<file path="config.mk">
export PLATFORM = sky130hd
export DESIGN_NAME = hbd_device_flat
export DESIGN_NICKNAME = d
export VERILOG_FILES = /design/src/hw/hbd_pkg.sv /design/src/hw/hbd_bus_if.sv /design/src/hw/hbd_beat_counter.sv /design/src/hw/hbd_device.sv /design/src/flat_wrapper.sv
export SDC_FILE = /design/constraint.sdc
export NUM_CORES = 1
export LEC_CHECK = 0
export BUFFER_PORTS_ARGS = -buffer_cell sky130_fd_sc_hd__buf_4
export CAP_MARGIN = 20
export CORE_MARGIN = 2
export CORE_UTILIZATION = 57
export DETAILED_ROUTE_END_ITERATION = 16
export PLACE_DENSITY_LB_ADDON = 0.25
export RECOVER_POWER = 50
export SKIP_LAST_GASP = 1
export SYNTH_ARGS = -nofsm -noshare
export SYNTH_HDL_FRONTEND = slang
export SYNTH_SLANG_ARGS = --single-unit
</file>
<file path="constraint.sdc">
create_clock -name I_CLK -period 7.07 [get_ports I_CLK]
set_input_delay 0.707 -clock I_CLK [delete_from_list [all_inputs] [get_ports I_CLK]]
set_output_delay 0.707 -clock I_CLK [all_outputs]
set_load 0.005 [all_outputs]
</file>
<file path="src/hw/hbd_pkg.sv">
// package: command codes, register fields and reset values for the host buffer dma block
package hbd_pkg;
	localparam logic [7:0]  CMD_CFG_RD    = 8'h21; // dma config read code
	localparam logic [7:0]  CMD_CFG_WR    = 8'ha1; // dma config write code
	localparam logic [7:0]  CMD_CNT_RD    = 8'h22; // byte count read code
	localparam logic [7:0]  CMD_CNT_WR    = 8'ha2; // byte count write code
	localparam logic [7:0]  CMD_IRQ_RD    = 8'h24; // irq status read code
	localparam logic [7:0]  CMD_IRQ_WR    = 8'ha4; // irq status write code
	localparam int          CFG_DIR       = 0;     // direction bit
	localparam int          CFG_LIST      = 1;     // list select bit
	localparam int          CFG_USE_CNT   = 2;     // counter select bit
	localparam int          CFG_GO        = 4;     // enable bit
	localparam int          CFG_BURST_LO  = 5;     // burst field low bit
	localparam logic [15:0] CFG_MASK      = 16'h0077; // writable config bits
	localparam logic [15:0] IRQ_MASK      = 16'h0077; // implemented status bits
	localparam int          IRQ_ISO       = 0;     // frame iso list flag
	localparam int          IRQ_ASYNC     = 1;     // async list ready flag
	localparam int          IRQ_DONE      = 2;     // transfer done flag
	localparam int          IRQ_OPER      = 4;     // operational event flag
	localparam int          IRQ_SUSP      = 5;     // host suspended flag
	localparam int          IRQ_CLK       = 6;     // clock ready flag
	localparam logic [15:0] CFG_RESET     = 16'h0000; // config reset value
	localparam logic [15:0] CNT_RESET     = 16'h0000; // byte count reset value
	localparam logic [15:0] IRQ_RESET     = 16'h0000; // status reset value
	localparam logic [15:0] CLEAR_ALL     = 16'h00ff; // clear-all write value
	localparam logic [15:0] MAX_ASYNC_CNT = 16'h1000; // async list count limit
	localparam logic [15:0] MAX_ISO_CNT   = 16'h0800; // iso list count limit
	localparam logic [1:0]  BURST_SINGLE  = 2'h0;  // single-cycle burst
	localparam logic [1:0]  BURST_FOUR    = 2'h1;  // four-cycle burst
	localparam logic [1:0]  BURST_EIGHT   = 2'h2;  // eight-cycle burst
	typedef enum logic [1:0] {
		XF_IDLE  = 2'b00, // no dma
		XF_REQ   = 2'b01, // request raised
		XF_BURST = 2'b11  // burst in progress
	} hbd_xfer_type;
	// beats per burst for a burst code
	function automatic logic [3:0] burst_beats(input logic [1:0] sel);
		case (sel)
			BURST_FOUR:  burst_beats = 4'h4;
			BURST_EIGHT: burst_beats = 4'h8;
			default:     burst_beats = 4'h1;
		endcase
	endfunction
endpackage

</file>
<file path="src/hw/hbd_bus_if.sv">
// interface: shared microprocessor command bus and dma handshake
`timescale 1ns/1ps
interface hbd_bus_if;
	logic        cmd_valid; // one-cycle command strobe
	logic [7:0]  cmd_code;  // command code
	logic [15:0] wdata;     // write data with command
	logic [15:0] rdata;     // read data from device
	logic        rvalid;    // read data valid pulse
	logic        dreq;      // dma request from device
	logic        dack;      // one-cycle beat acknowledge
	logic        eot_ext;   // external end-of-transfer pulse
	logic        irq;       // host interrupt
	modport dev (input cmd_valid, cmd_code, wdata, dack, eot_ext, output rdata, rvalid, dreq, irq);
	modport host (output cmd_valid, cmd_code, wdata, dack, eot_ext, input rdata, rvalid, dreq, irq);
endinterface

</file>
<file path="src/hw/hbd_beat_counter.sv">
// module: byte counter that flags when the programmed count is reached
`timescale 1ns/1ps
module hbd_beat_counter #(
	parameter int W = 16 // counter width
) (
	input  wire logic         i_clk,    // clock
	input  wire logic         i_arst_n, // async reset
	input  wire logic         i_load,   // load target, clear count
	input  wire logic [W-1:0] i_target, // target count
	input  wire logic         i_step,   // one byte moved
	output logic              o_hit     // count reached target
);
	logic [W-1:0] cnt_r;   // bytes moved
	logic [W-1:0] cnt_nxt; // next count
	logic [W-1:0] tgt_r;   // target
	logic [W-1:0] tgt_nxt; // next target
	// next-count logic
	always_comb begin
		cnt_nxt = cnt_r;
		tgt_nxt = tgt_r;
		if (i_load) begin
			cnt_nxt = '0;
			tgt_nxt = i_target;
		end else if (i_step) begin
			cnt_nxt = W'(cnt_r + 1'b1);
		end
	end
	// registers
	always_ff @(posedge i_clk or negedge i_arst_n) begin
		if (!i_arst_n) begin
			cnt_r <= '0;
			tgt_r <= '0;
		end else begin
			cnt_r <= cnt_nxt;
			tgt_r <= tgt_nxt;
		end
	end
	// flag as the last byte is stepped
	assign o_hit = i_step && !i_load && (W'(cnt_r + 1'b1) == tgt_r);
endmodule

</file>
<file path="src/hw/hbd_device.sv">
// module: host controller dma configuration, byte counter and interrupt status
`timescale 1ns/1ps
module hbd_device
	import hbd_pkg::*;
(
	input  wire logic  I_CLK,             // 200 mhz clock
	input  wire logic  I_ARST_N,          // async reset, active low
	hbd_bus_if.dev     bus,               // microprocessor bus
	input  wire logic  I_IRQ_MASTER_EN,   // master interrupt enable
	input  wire logic [15:0] I_IRQ_ENABLE, // interrupt enable register
	input  wire logic  I_ISO_EVENT,       // frame iso list event pulse
	input  wire logic  I_ASYNC_READY,     // async list data ready pulse
	input  wire logic  I_OPER_EVENT,      // operational event pulse
	input  wire logic  I_SUSP_EVENT,      // host suspended pulse
	input  wire logic  I_CLK_READY,       // clock ready pulse
	output logic       O_LIST_SEL,        // 0 iso, 1 async buffer
	output logic       O_DIR_WRITE,       // 1 writes buffer ram
	output logic       O_BEAT,            // one byte moved pulse
	output logic       O_XFER_DONE        // end-of-transfer pulse to buffer state
);
	import hbd_pkg::*;
	logic [15:0]  cfg_r;    // dma config
	logic [15:0]  cfg_nxt;  // next dma config
	logic [15:0]  cnt_r;    // transfer byte count
	logic [15:0]  cnt_nxt;  // next byte count
	logic [15:0]  irq_r;    // irq status
	logic [15:0]  irq_nxt;  // next irq status
	logic [15:0]  rd_r;     // read data
	logic [15:0]  rd_nxt;   // next read data
	logic         rv_r;     // read valid
	logic         rv_nxt;   // next read valid
	logic         done_r;   // done pulse
	logic         done_nxt; // next done pulse
	logic [3:0]   beat_r;   // beats left in burst
	logic [3:0]   beat_nxt; // next beats left
	hbd_xfer_type st_r;     // dma state
	hbd_xfer_type st_nxt;   // next dma state
	logic         wr_cfg;   // config write this cycle
	logic         wr_cnt;   // count write this cycle
	logic         wr_irq;   // status write this cycle
	logic         go_set;   // enable bit rising by write
	logic         hit;      // counter reached target
	logic         end_of_transfer;      // end of transfer this cycle
	logic         load;     // reload byte counter
	logic [15:0]  set_bits; // event bits this cycle

	// command decode
	always_comb begin
		// defaults: no write this cycle
		wr_cfg = 1'b0;
		wr_cnt = 1'b0;
		wr_irq = 1'b0;
		// write codes, checked one after another
		if (bus.cmd_valid && bus.cmd_code == CMD_CFG_WR) begin
			wr_cfg = 1'b1;
		end else if (bus.cmd_valid && bus.cmd_code == CMD_CNT_WR) begin
			wr_cnt = 1'b1;
		end else if (bus.cmd_valid && bus.cmd_code == CMD_IRQ_WR) begin
			wr_irq = 1'b1;
		end
	end

	// go rising from a config write; reload counter then if the same write selects the counter
	assign go_set = wr_cfg && bus.wdata[CFG_GO] && !cfg_r[CFG_GO];
	assign load   = go_set && bus.wdata[CFG_USE_CNT];
	// counts moved bytes against the programmed count
	hbd_beat_counter #(.W(16)) u_cnt (
		.i_clk    (I_CLK),
		.i_arst_n (I_ARST_N),
		.i_load   (load),
		.i_target (cnt_r),
		.i_step   (O_BEAT),
		.o_hit    (hit)
	);

	// internal end when counter used, else external end
	assign end_of_transfer = (cfg_r[CFG_USE_CNT] ? hit : bus.eot_ext) && st_r != XF_IDLE;
	// a beat only counts while a transfer runs
	assign O_BEAT = bus.dack && st_r != XF_IDLE;

	// events set status bits
	always_comb begin
		// reserved positions stay zero
		set_bits = 16'h0000;
		set_bits[IRQ_ISO]   = I_ISO_EVENT;
		set_bits[IRQ_ASYNC] = I_ASYNC_READY;
		set_bits[IRQ_DONE]  = end_of_transfer;
		set_bits[IRQ_OPER]  = I_OPER_EVENT;
		set_bits[IRQ_SUSP]  = I_SUSP_EVENT;
		set_bits[IRQ_CLK]   = I_CLK_READY;
	end

	// register and dma next-state logic
	always_comb begin
		// hold every register but the read valid and done pulses unless a write, a read or an event moves it
		cfg_nxt  = cfg_r;
		cnt_nxt  = cnt_r;
		irq_nxt  = irq_r;
		st_nxt   = st_r;
		beat_nxt = beat_r;
		done_nxt = end_of_transfer;
		rv_nxt   = 1'b0;
		rd_nxt   = rd_r;
		// config write; reserved bits forced to zero
		if (wr_cfg) begin
			cfg_nxt = bus.wdata & CFG_MASK;
		end
		// byte count write, taken as given
		if (wr_cnt) begin
			cnt_nxt = bus.wdata;
		end
		// writing ones clears status bits
		if (wr_irq) begin
			irq_nxt = irq_r & ~bus.wdata;
		end
		// events land after the clear so a same-cycle event survives
		irq_nxt = (irq_nxt | set_bits) & IRQ_MASK; // set wins over clear
		// read answer one cycle after the command
		if (bus.cmd_valid && bus.cmd_code == CMD_CFG_RD) begin
			// config read
			rd_nxt = cfg_r;
			rv_nxt = 1'b1;
		end else if (bus.cmd_valid && bus.cmd_code == CMD_CNT_RD) begin
			// byte count read
			rd_nxt = cnt_r;
			rv_nxt = 1'b1;
		end else if (bus.cmd_valid && bus.cmd_code == CMD_IRQ_RD) begin
			// status read leaves bits as they are
			rd_nxt = irq_r;
			rv_nxt = 1'b1;
		end
		// dma request state machine
		case (st_r)
			XF_IDLE: begin
				// counter mode needs non-zero count
				if (go_set && (!bus.wdata[CFG_USE_CNT] || cnt_r != 16'h0000)) begin
					st_nxt = XF_REQ;
				end
			end
			XF_REQ: begin
				if (bus.dack) begin
					// first beat; the burst code sets the beats left
					beat_nxt = 4'(burst_beats(cfg_r[CFG_BURST_LO+:2]) - 1'b1);
					st_nxt   = (beat_nxt == 4'h0) ? XF_REQ : XF_BURST;
				end
			end
			XF_BURST: begin
				if (bus.dack) begin
					beat_nxt = 4'(beat_r - 1'b1);
					// last beat of a burst waits for the next one
					if (beat_r == 4'h1) begin
						st_nxt = XF_REQ;
					end
				end
			end
			// unused code falls back to idle
			default: st_nxt = XF_IDLE;
		endcase
		// end of transfer drops the request and the enable bit
		if (end_of_transfer) begin
			st_nxt = XF_IDLE;
			cfg_nxt[CFG_GO] = 1'b0;
		end
		// enable written to zero terminates at once
		if (wr_cfg && !bus.wdata[CFG_GO]) begin
			st_nxt = XF_IDLE;
		end
	end

	// registers
	always_ff @(posedge I_CLK or negedge I_ARST_N) begin
		if (!I_ARST_N) begin
			// all registers zero, dma idle
			cfg_r  <= CFG_RESET;
			cnt_r  <= CNT_RESET;
			irq_r  <= IRQ_RESET;
			st_r   <= XF_IDLE;
			beat_r <= 4'h0;
			done_r <= 1'b0;
			rv_r   <= 1'b0;
			rd_r   <= 16'h0000;
		end else begin
			// take the next values
			cfg_r  <= cfg_nxt;
			cnt_r  <= cnt_nxt;
			irq_r  <= irq_nxt;
			st_r   <= st_nxt;
			beat_r <= beat_nxt;
			done_r <= done_nxt;
			rv_r   <= rv_nxt;
			rd_r   <= rd_nxt;
		end
	end

	// outputs
	// read port straight from flops
	assign bus.rdata  = rd_r;
	assign bus.rvalid = rv_r;
	// request stands while not idle
	assign bus.dreq   = st_r != XF_IDLE;
	// status gated by its enable and the master enable
	assign bus.irq    = I_IRQ_MASTER_EN && |(irq_r & I_IRQ_ENABLE & IRQ_MASK);
	// config bits and done pulse to the buffer side
	assign O_LIST_SEL  = cfg_r[CFG_LIST];
	assign O_DIR_WRITE = cfg_r[CFG_DIR];
	assign O_XFER_DONE = done_r;
endmodule

</file>
<file path="src/flat_wrapper.sv">
// flat-port wrapper written by rule: the top's interface ports become plain ports
module hbd_device_flat import hbd_pkg::*;
  (I_CLK, I_ARST_N, I_IRQ_MASTER_EN, I_IRQ_ENABLE, I_ISO_EVENT, I_ASYNC_READY, I_OPER_EVENT, I_SUSP_EVENT, I_CLK_READY, O_LIST_SEL, O_DIR_WRITE, O_BEAT, O_XFER_DONE, bus_cmd_valid, bus_cmd_code, bus_wdata, bus_dack, bus_eot_ext, bus_rdata, bus_rvalid, bus_dreq, bus_irq);
  hbd_bus_if bus_i ();
  input  wire logic I_CLK;
  input  wire logic I_ARST_N;
  input  wire logic I_IRQ_MASTER_EN;
  input  wire logic [15:0] I_IRQ_ENABLE;
  input  wire logic I_ISO_EVENT;
  input  wire logic I_ASYNC_READY;
  input  wire logic I_OPER_EVENT;
  input  wire logic I_SUSP_EVENT;
  input  wire logic I_CLK_READY;
  output logic O_LIST_SEL;
  output logic O_DIR_WRITE;
  output logic O_BEAT;
  output logic O_XFER_DONE;
  input wire logic [$bits(bus_i.cmd_valid)-1:0] bus_cmd_valid;
  input wire logic [$bits(bus_i.cmd_code)-1:0] bus_cmd_code;
  input wire logic [$bits(bus_i.wdata)-1:0] bus_wdata;
  input wire logic [$bits(bus_i.dack)-1:0] bus_dack;
  input wire logic [$bits(bus_i.eot_ext)-1:0] bus_eot_ext;
  output wire logic [$bits(bus_i.rdata)-1:0] bus_rdata;
  output wire logic [$bits(bus_i.rvalid)-1:0] bus_rvalid;
  output wire logic [$bits(bus_i.dreq)-1:0] bus_dreq;
  output wire logic [$bits(bus_i.irq)-1:0] bus_irq;
  assign bus_i.cmd_valid = bus_cmd_valid;
  assign bus_i.cmd_code = bus_cmd_code;
  assign bus_i.wdata = bus_wdata;
  assign bus_i.dack = bus_dack;
  assign bus_i.eot_ext = bus_eot_ext;
  assign bus_rdata = bus_i.rdata;
  assign bus_rvalid = bus_i.rvalid;
  assign bus_dreq = bus_i.dreq;
  assign bus_irq = bus_i.irq;
  hbd_device u_core (.I_CLK(I_CLK), .I_ARST_N(I_ARST_N), .bus(bus_i), .I_IRQ_MASTER_EN(I_IRQ_MASTER_EN), .I_IRQ_ENABLE(I_IRQ_ENABLE), .I_ISO_EVENT(I_ISO_EVENT), .I_ASYNC_READY(I_ASYNC_READY), .I_OPER_EVENT(I_OPER_EVENT), .I_SUSP_EVENT(I_SUSP_EVENT), .I_CLK_READY(I_CLK_READY), .O_LIST_SEL(O_LIST_SEL), .O_DIR_WRITE(O_DIR_WRITE), .O_BEAT(O_BEAT), .O_XFER_DONE(O_XFER_DONE));
endmodule
</file>
* Yosys cells after proc, flatten, opt, wreduce, memory -nomap -nowiden *
Cells that the tools add are included.

storage, ports and cells
  word-level logic and storage cells = 100
  flip-flop bits (word level) = 84
  RAM bits = 0
  ROM bits = 0
  output and inout bits = 23
  bits in latches = 0
  memories = 0
  input port bits = 51

cells by class
  bitwise gates (word level) = 4
  shift operators = 0
  multiplexer cells = 32
  multiply operators = 0
  add/sub/neg operators = 3
  reductions and logical operators = 32
  div/mod/pow operators = 0
  eq/ne operators = 18
  $lt $le $gt $ge = 0

operators by type and width
  kind                                               number
  2-to-1 mux 16 bit                                  5
  == test 8 x 6 -> 1 bit (second input constant)     3
  == test 8 bit (second input constant)              3
  adder 16 x 1 -> 16 bit (second input constant)     1
  == test 16 bit                                     1
  logical AND 1 bit                                  16
  2-to-1 mux 4 bit                                   4
  one-hot mux 4 bit (2 select lines)                 2
  nonzero test 16 bit                                1
  AND 7 bit                                          2
  2-to-1 mux 2 bit                                   7
  2-to-1 mux 1 bit                                   11
  != test 4 x 1 -> 1 bit (second input constant)     2
  != test 4 x 2 -> 1 bit (second input constant)     2
  nonzero test 2 bit                                 4
  subtractor 4 x 1 -> 4 bit (second input constant)  2
  2-to-1 mux 7 bit                                   1
  NOT 7 bit                                          1
  bitwise OR 7 bit                                   1
  one-hot mux 2 bit (3 select lines)                 1
  OR reduction 6 bit                                 1
  2-to-1 mux 5 bit                                   1
  == test 2 x 1 -> 1 bit (second input constant)     2
  == test 2 bit (second input constant)              2
  other kinds (9)                                    13

* Depth between registers and ports, before layout *
  depth in word-level cells = 13
  depth in mapped cells = 7
  depth with buffers taken out = 7

* Hierarchy *
From an unflattened synthesis, not the netlist that was laid out.

unflattened totals
  cells, all modules = 396
  area, all modules = 4259.1 um2

modules (own cells, without submodules)
  module            cells an instance  times used  area each (um2)  sequential area each (um2)
  hbd_device        214                1           2457.4           1301.2
  hbd_beat_counter  182                1           1801.7           800.8

* Worst setup path after synthesis *
OpenSTA, ideal clock, no wires.

  path kind = input to register
  start point = in bus_cmd_code[1]
  end point = reg u_core.u_cnt.tgt_r[0]
  required time = 6.945 ns
  path buffers = 2
  stages on the path = 5
  library setup time = 0.125 ns
  data arrival time = 2.758 ns
  path slack = 4.187 ns
  cell sequence = or4b_2 > clkbuf_1 > nor4_1 > buf_2 > mux2_2

between the ends
  word-level cells in the longest chain between the ends = 6

ends and longest elaborated chain
  what                            line                    source
  start: declaration              flat_wrapper.sv:19      input wire logic [$bits(bus_i.cmd_code)-1:0] bus_cmd_code;
  == test 8 bit                   hbd_device.sv:54        if (bus.cmd_valid && bus.cmd_code == CMD_CFG_WR) begin
  logical AND 1 bit               hbd_device.sv:54
  2-to-1 mux 1 bit                hbd_device.sv:54
  logical AND 1 bit (2 in a row)  hbd_device.sv:64        assign go_set = wr_cfg && bus.wdata[CFG_GO] && !cfg_r[CFG_GO];
  logical AND 1 bit               hbd_device.sv:65        assign load = go_set && bus.wdata[CFG_USE_CNT];
  end signal: assignment          hbd_beat_counter.sv:35  tgt_r <= tgt_nxt;
  end: declaration                hbd_beat_counter.sv:15  logic [W-1:0] tgt_r;

Every way passes these cells.
A chain may end at the register's enable or synchronous reset.

* Worst setup path in the final report *
  start point = reg u_core.u_cnt.cnt_r[5]
  end point = reg u_core.done_r, in the netlist u_core.O_XFER_DONE

between the ends
  word-level cells in the longest chain between the ends = 5

ends and longest elaborated chain
  what                      line                    source
  start: declaration        hbd_beat_counter.sv:13  logic [W-1:0] cnt_r;
  start signal: assignment  hbd_beat_counter.sv:34  cnt_r <= cnt_nxt;
  adder 16 x 1 -> 16 bit    hbd_beat_counter.sv:39  assign o_hit = i_step && !i_load && (W'(cnt_r + 1'b1) == tgt_r);
  == test 16 bit            hbd_beat_counter.sv:39
  logical AND 1 bit         hbd_beat_counter.sv:39
  2-to-1 mux 1 bit          hbd_device.sv:77        assign end_of_transfer = (cfg_r[CFG_USE_CNT] ? hit : bus.eot_ext) && st_r != XF_IDLE;
  logical AND 1 bit         hbd_device.sv:77
  via u_core.done_nxt       hbd_device.sv:33        logic done_nxt;
  end signal: assignment    hbd_device.sv:189       done_r <= done_nxt;
  end: declaration          hbd_device.sv:32        logic done_r;

The timed path passes the listed nets, and every way through them passes these cells.

==> impl_metrics.py <==
metrics = {
    "run_status": {
        "status": "completed",
    },
    "clock_network": {
        "cts_max_path_buffers": 2,
        "clock_root_cell": "clkbuf_8",
        "tritoncts": "built",
        "cts-resized-gates": 0,
        "cts_hold_repair.buffers": 0,
        "clk_pin_slew_worst_paths_ns": 0.09,
        "clkLatencyLatePin_ns": 0.35,
        "cts.sinks": 84,
        "htree_num_levels": 3,
        "numCtsBuffers": 9,
        "postCtsSetupRepairBufs": 0,
    },
    "floorplan": {
        "coreArea_sq_um": 7214,
        "initial_utilization": 0.5867,
        "die_y_um": 90.18,
        "row_count": 31,
        "die_footprint_sq_um": 8132,
        "dieWidth_um": 90.18,
        "num_io_pins": 74,
    },
    "timing": {
        "clock.fmax_mhz": 357.8,
        "finClkSkew_ns": 0.01053,
        "layout_min_cycle_time_ns": 2.795,
        "max-slew-margin-rel": 0.4207,
        "timing.setup.tns_ns": 0,
        "finalSetupViolations": 0,
        "grt_setup_unrepaired": "false",
        "finalHoldWorstSlack_ns": 0.4352,
        "worstMarginPinSlew_ns": 0.8690,
        "post_route_fraction_of_the_period_consumed_by_the_critical_path": 0.3953,
        "final_report_max_slew_violation_count": 0,
        "finalHoldViolations": 0,
    },
    "placed_design": {
        "hpwl_mm": 6.526,
        "number_of_input_and_output_port_buffers_inserted": 63,
        "place.gp.congestion": 0.8489,
    },
    "yosys": {
        "synth_nets": 450,
        "synth.yosys.seq_area_share": 0.4966,
        "avgSynthCellArea_sq_um": 10.77,
        "yosys.area.top_type_share": 0.4966,
        "asr_flop_ratio_synth": 1.000,
        "postSynth.topFlopCell": "dfrtp_1",
        "seq_cells_post_synth": 84,
        "edff_count_synth": 0,
        "netlist_instances": 393,
        "yosysWarningCount": 0,
        "synth_area_leader_cell": "dfrtp_1",
        "synth_top_cells_by_area": "dfrtp_1, mux2_2, xnor2_1, nor2_1, a22o_1",
        "synthesis.area_sq_um": 4233,
        "most_used_standard_cell_by_instance_count_after_synthesis": "dfrtp_1",
        "ys_top_cells_by_count": "dfrtp_1, mux2_2, nor2_1",
        "post_synth_num_cell_types": 49,
    },
    "grt": {
        "total_grt_overflow": 0,
        "grt_first_pass_wirelength_mm": 15.73,
        "grt_max_degree": 85,
        "global_route.usage.total": 0.2398,
        "grt_pass1_vias": 3247,
        "antenna_violations_before_repair": 0,
    },
    "critical_path": {
        "worst_setup_path_end_kind": "flop",
        "critPathMostFrequentCell": "a2111o_1",
        "path_cells": "nand3_1, or4_1, a2111o_1, a2111o_1, or4_4, o21ai_2",
        "path_delay_family": "simple AND/OR/NAND/NOR gates",
        "setup.worst_path.start": "u_core.u_cnt.cnt_r[5]",
        "critPathArrivalTime_ns": 3.08,
        "slowest_stage": "or4_1",
        "cp_slowest_stage_delay_ns": 0.58,
        "critical_path_class": "reg2reg",
        "cp-start-kind": "flop",
        "critical_r2r_launch": "u_core.u_cnt.cnt_r[5]",
        "timing.critical_path.required_ns": 7.35,
        "critical_path.max_fanout": 9,
        "critical_path.n_buffers_inverters": 0,
    },
    "hold_path": {
        "hold_crit_path_type": "in2async",
    },
    "pwr": {
        "vdd_ir_drop_max_mv": 0.1152,
        "power_per_unit_of_standard_cell_area_nw_per_um2": 188.3,
        "p_leak_uw": 0.002333,
        "overall_power_of_the_completed_layout_uw": 938.4,
    },
    "detailed_routing": {
        "drt_first_pass_iters": 4,
        "post_drt_wl_per_cell_um": 16.95,
        "postRouteAntennaNets": 0,
        "iter_0_drt_violations": 201,
        "drc_errors": 0,
        "viasPerCell": 5.973,
        "drt_wl_total_mm": 9.392,
        "num_vias": 3309,
    },
    "cells_and_area": {
        "net_count_final": 507,
        "fillCellCount": 562,
        "fraction_of_final_layout_cells_sized_beyond_drive_strength_1": 0.2835,
        "n_antenna_cell": 0,
        "layout-area-overhead-vs-synth_pct": 17.77,
    },
    "flow_run": {
        "cap_viol_max_count": 0,
    },
}
==> kinds of logic after synthesis <==
group	count (synthesis)	synth area share
and+or+nand+nor	129	0.1652
DFF	84	0.4966
AOI/OAI and AO/OA	70	0.1162
buffers and inverters	31	0.03103
muxes	38	0.1008
adders and majority gates	6	0.01774
xor gates and xnor gates	35	0.07242
==> worst reg2reg max path: cells and delay by family (launching register included) <==
family	cells	cell delay (ns)
AND/OR/NAND/NOR	3	1.40
AO/OA/AOI/OAI	3	0.84
flip-flops	1	0.49
==> layout make-up <==
cell class	instances	area (sq um)	share of cell area
sequential	84	2102	0.4217
multi-input combinational	278	2006	0.4024
timing repair buffer	66	508.0	0.1019
clock buffer	9	123.9	0.02485
tap	99	123.9	0.02485
clock inverter	7	80.08	0.01606
inverter	11	41.29	0.008283
==> cells in the final DEF (no fill, tap or decap), types with 2 or more instances in the layout <==
cell type    n
o22ai_1      6
and3_2       2
nand2b_1     4
inv_6        3
nand3_1     11
clkinvlp_4   2
xnor2_1     25
ha_1         6
clkbuf_8     9
a31oi_1      3
clkbuf_1     2
buf_4       57
or4b_2       3
o21ai_0      9
xor2_1      10
nor3_1      12
a21oi_1     11
nor4_1      10
clkbuf_4     6
a2111o_1     2
o31ai_1      7
nand2_1     25
nor4b_1      3
and4_1       2
dfrtp_1     84
a211oi_1     5
a22o_1      11
inv_1       11
a21o_1       8
mux2_2      37
a211o_1      2
nand4_1      8
nor2_1      32
or3_1        4
a22oi_1      3
==> per-layer routing <==
| metal | track usage | share of wire | up-vias |
|---|---|---|---|
| li1 | - | - | 1550 |
| met1 | 0.3367 | 0.45 | 1650 |
| met2 | 0.3716 | 0.48 | 98 |
| met3 | 0.05868 | 0.052 | 11 |
| met4 | 0.07436 | 0.013 | 0 |
| met5 | 0 | 0 | - |
==> final timing paths <==
kind                                              end  slack, ns  cells after the start
worst max-delay path               u_core.O_XFER_DONE       4.28                      6
worst min-delay path            u_core.u_cnt.cnt_r[9]       0.44                      1
worst max register to register     u_core.O_XFER_DONE       4.28                      6
worst min register to register    u_core.bus.rdata[5]       0.50                      2
max in group asynchronous         u_core.bus.rdata[7]       5.82                      2
min in group I_CLK                u_core.bus.rdata[5]       0.50                      2
==> power breakdown <==
part / internal [uW] / leakage, uW / switching (uW)
clock: 168 / 0.0000968 / 187
combinational: 40.4 / 0.00111 / 34.9
sequential: 494 / 0.00113 / 13.7
==> per-stage QoR <==
step	cells	worst slack, ns	cell area (sq um)	util
detailed placement	537	4.144	4761	0.6599
CTS	553	4.293	4965	0.6882
finish	554	4.275	4985	0.6909
floorplan	393	4.187	4233	-
global route	554	4.158	4985	0.6909
global placement	537	4.195	4761	0.6599
==> flip-flops by register name, indices dropped and copies added (netlist names) <==
register / cells
u_core.bus.rvalid: 1
u_core.u_cnt.cnt_r: 16
u_core.beat_r: 4
u_core.bus.rdata: 16
u_core.u_cnt.tgt_r: 16
u_core.cnt_r: 16
u_core.irq_r: 6
u_core.st_r: 2
u_core.O_XFER_DONE: 1
u_core.cfg_r: 6
No activity file was read; power rests on OpenSTA's default activity.
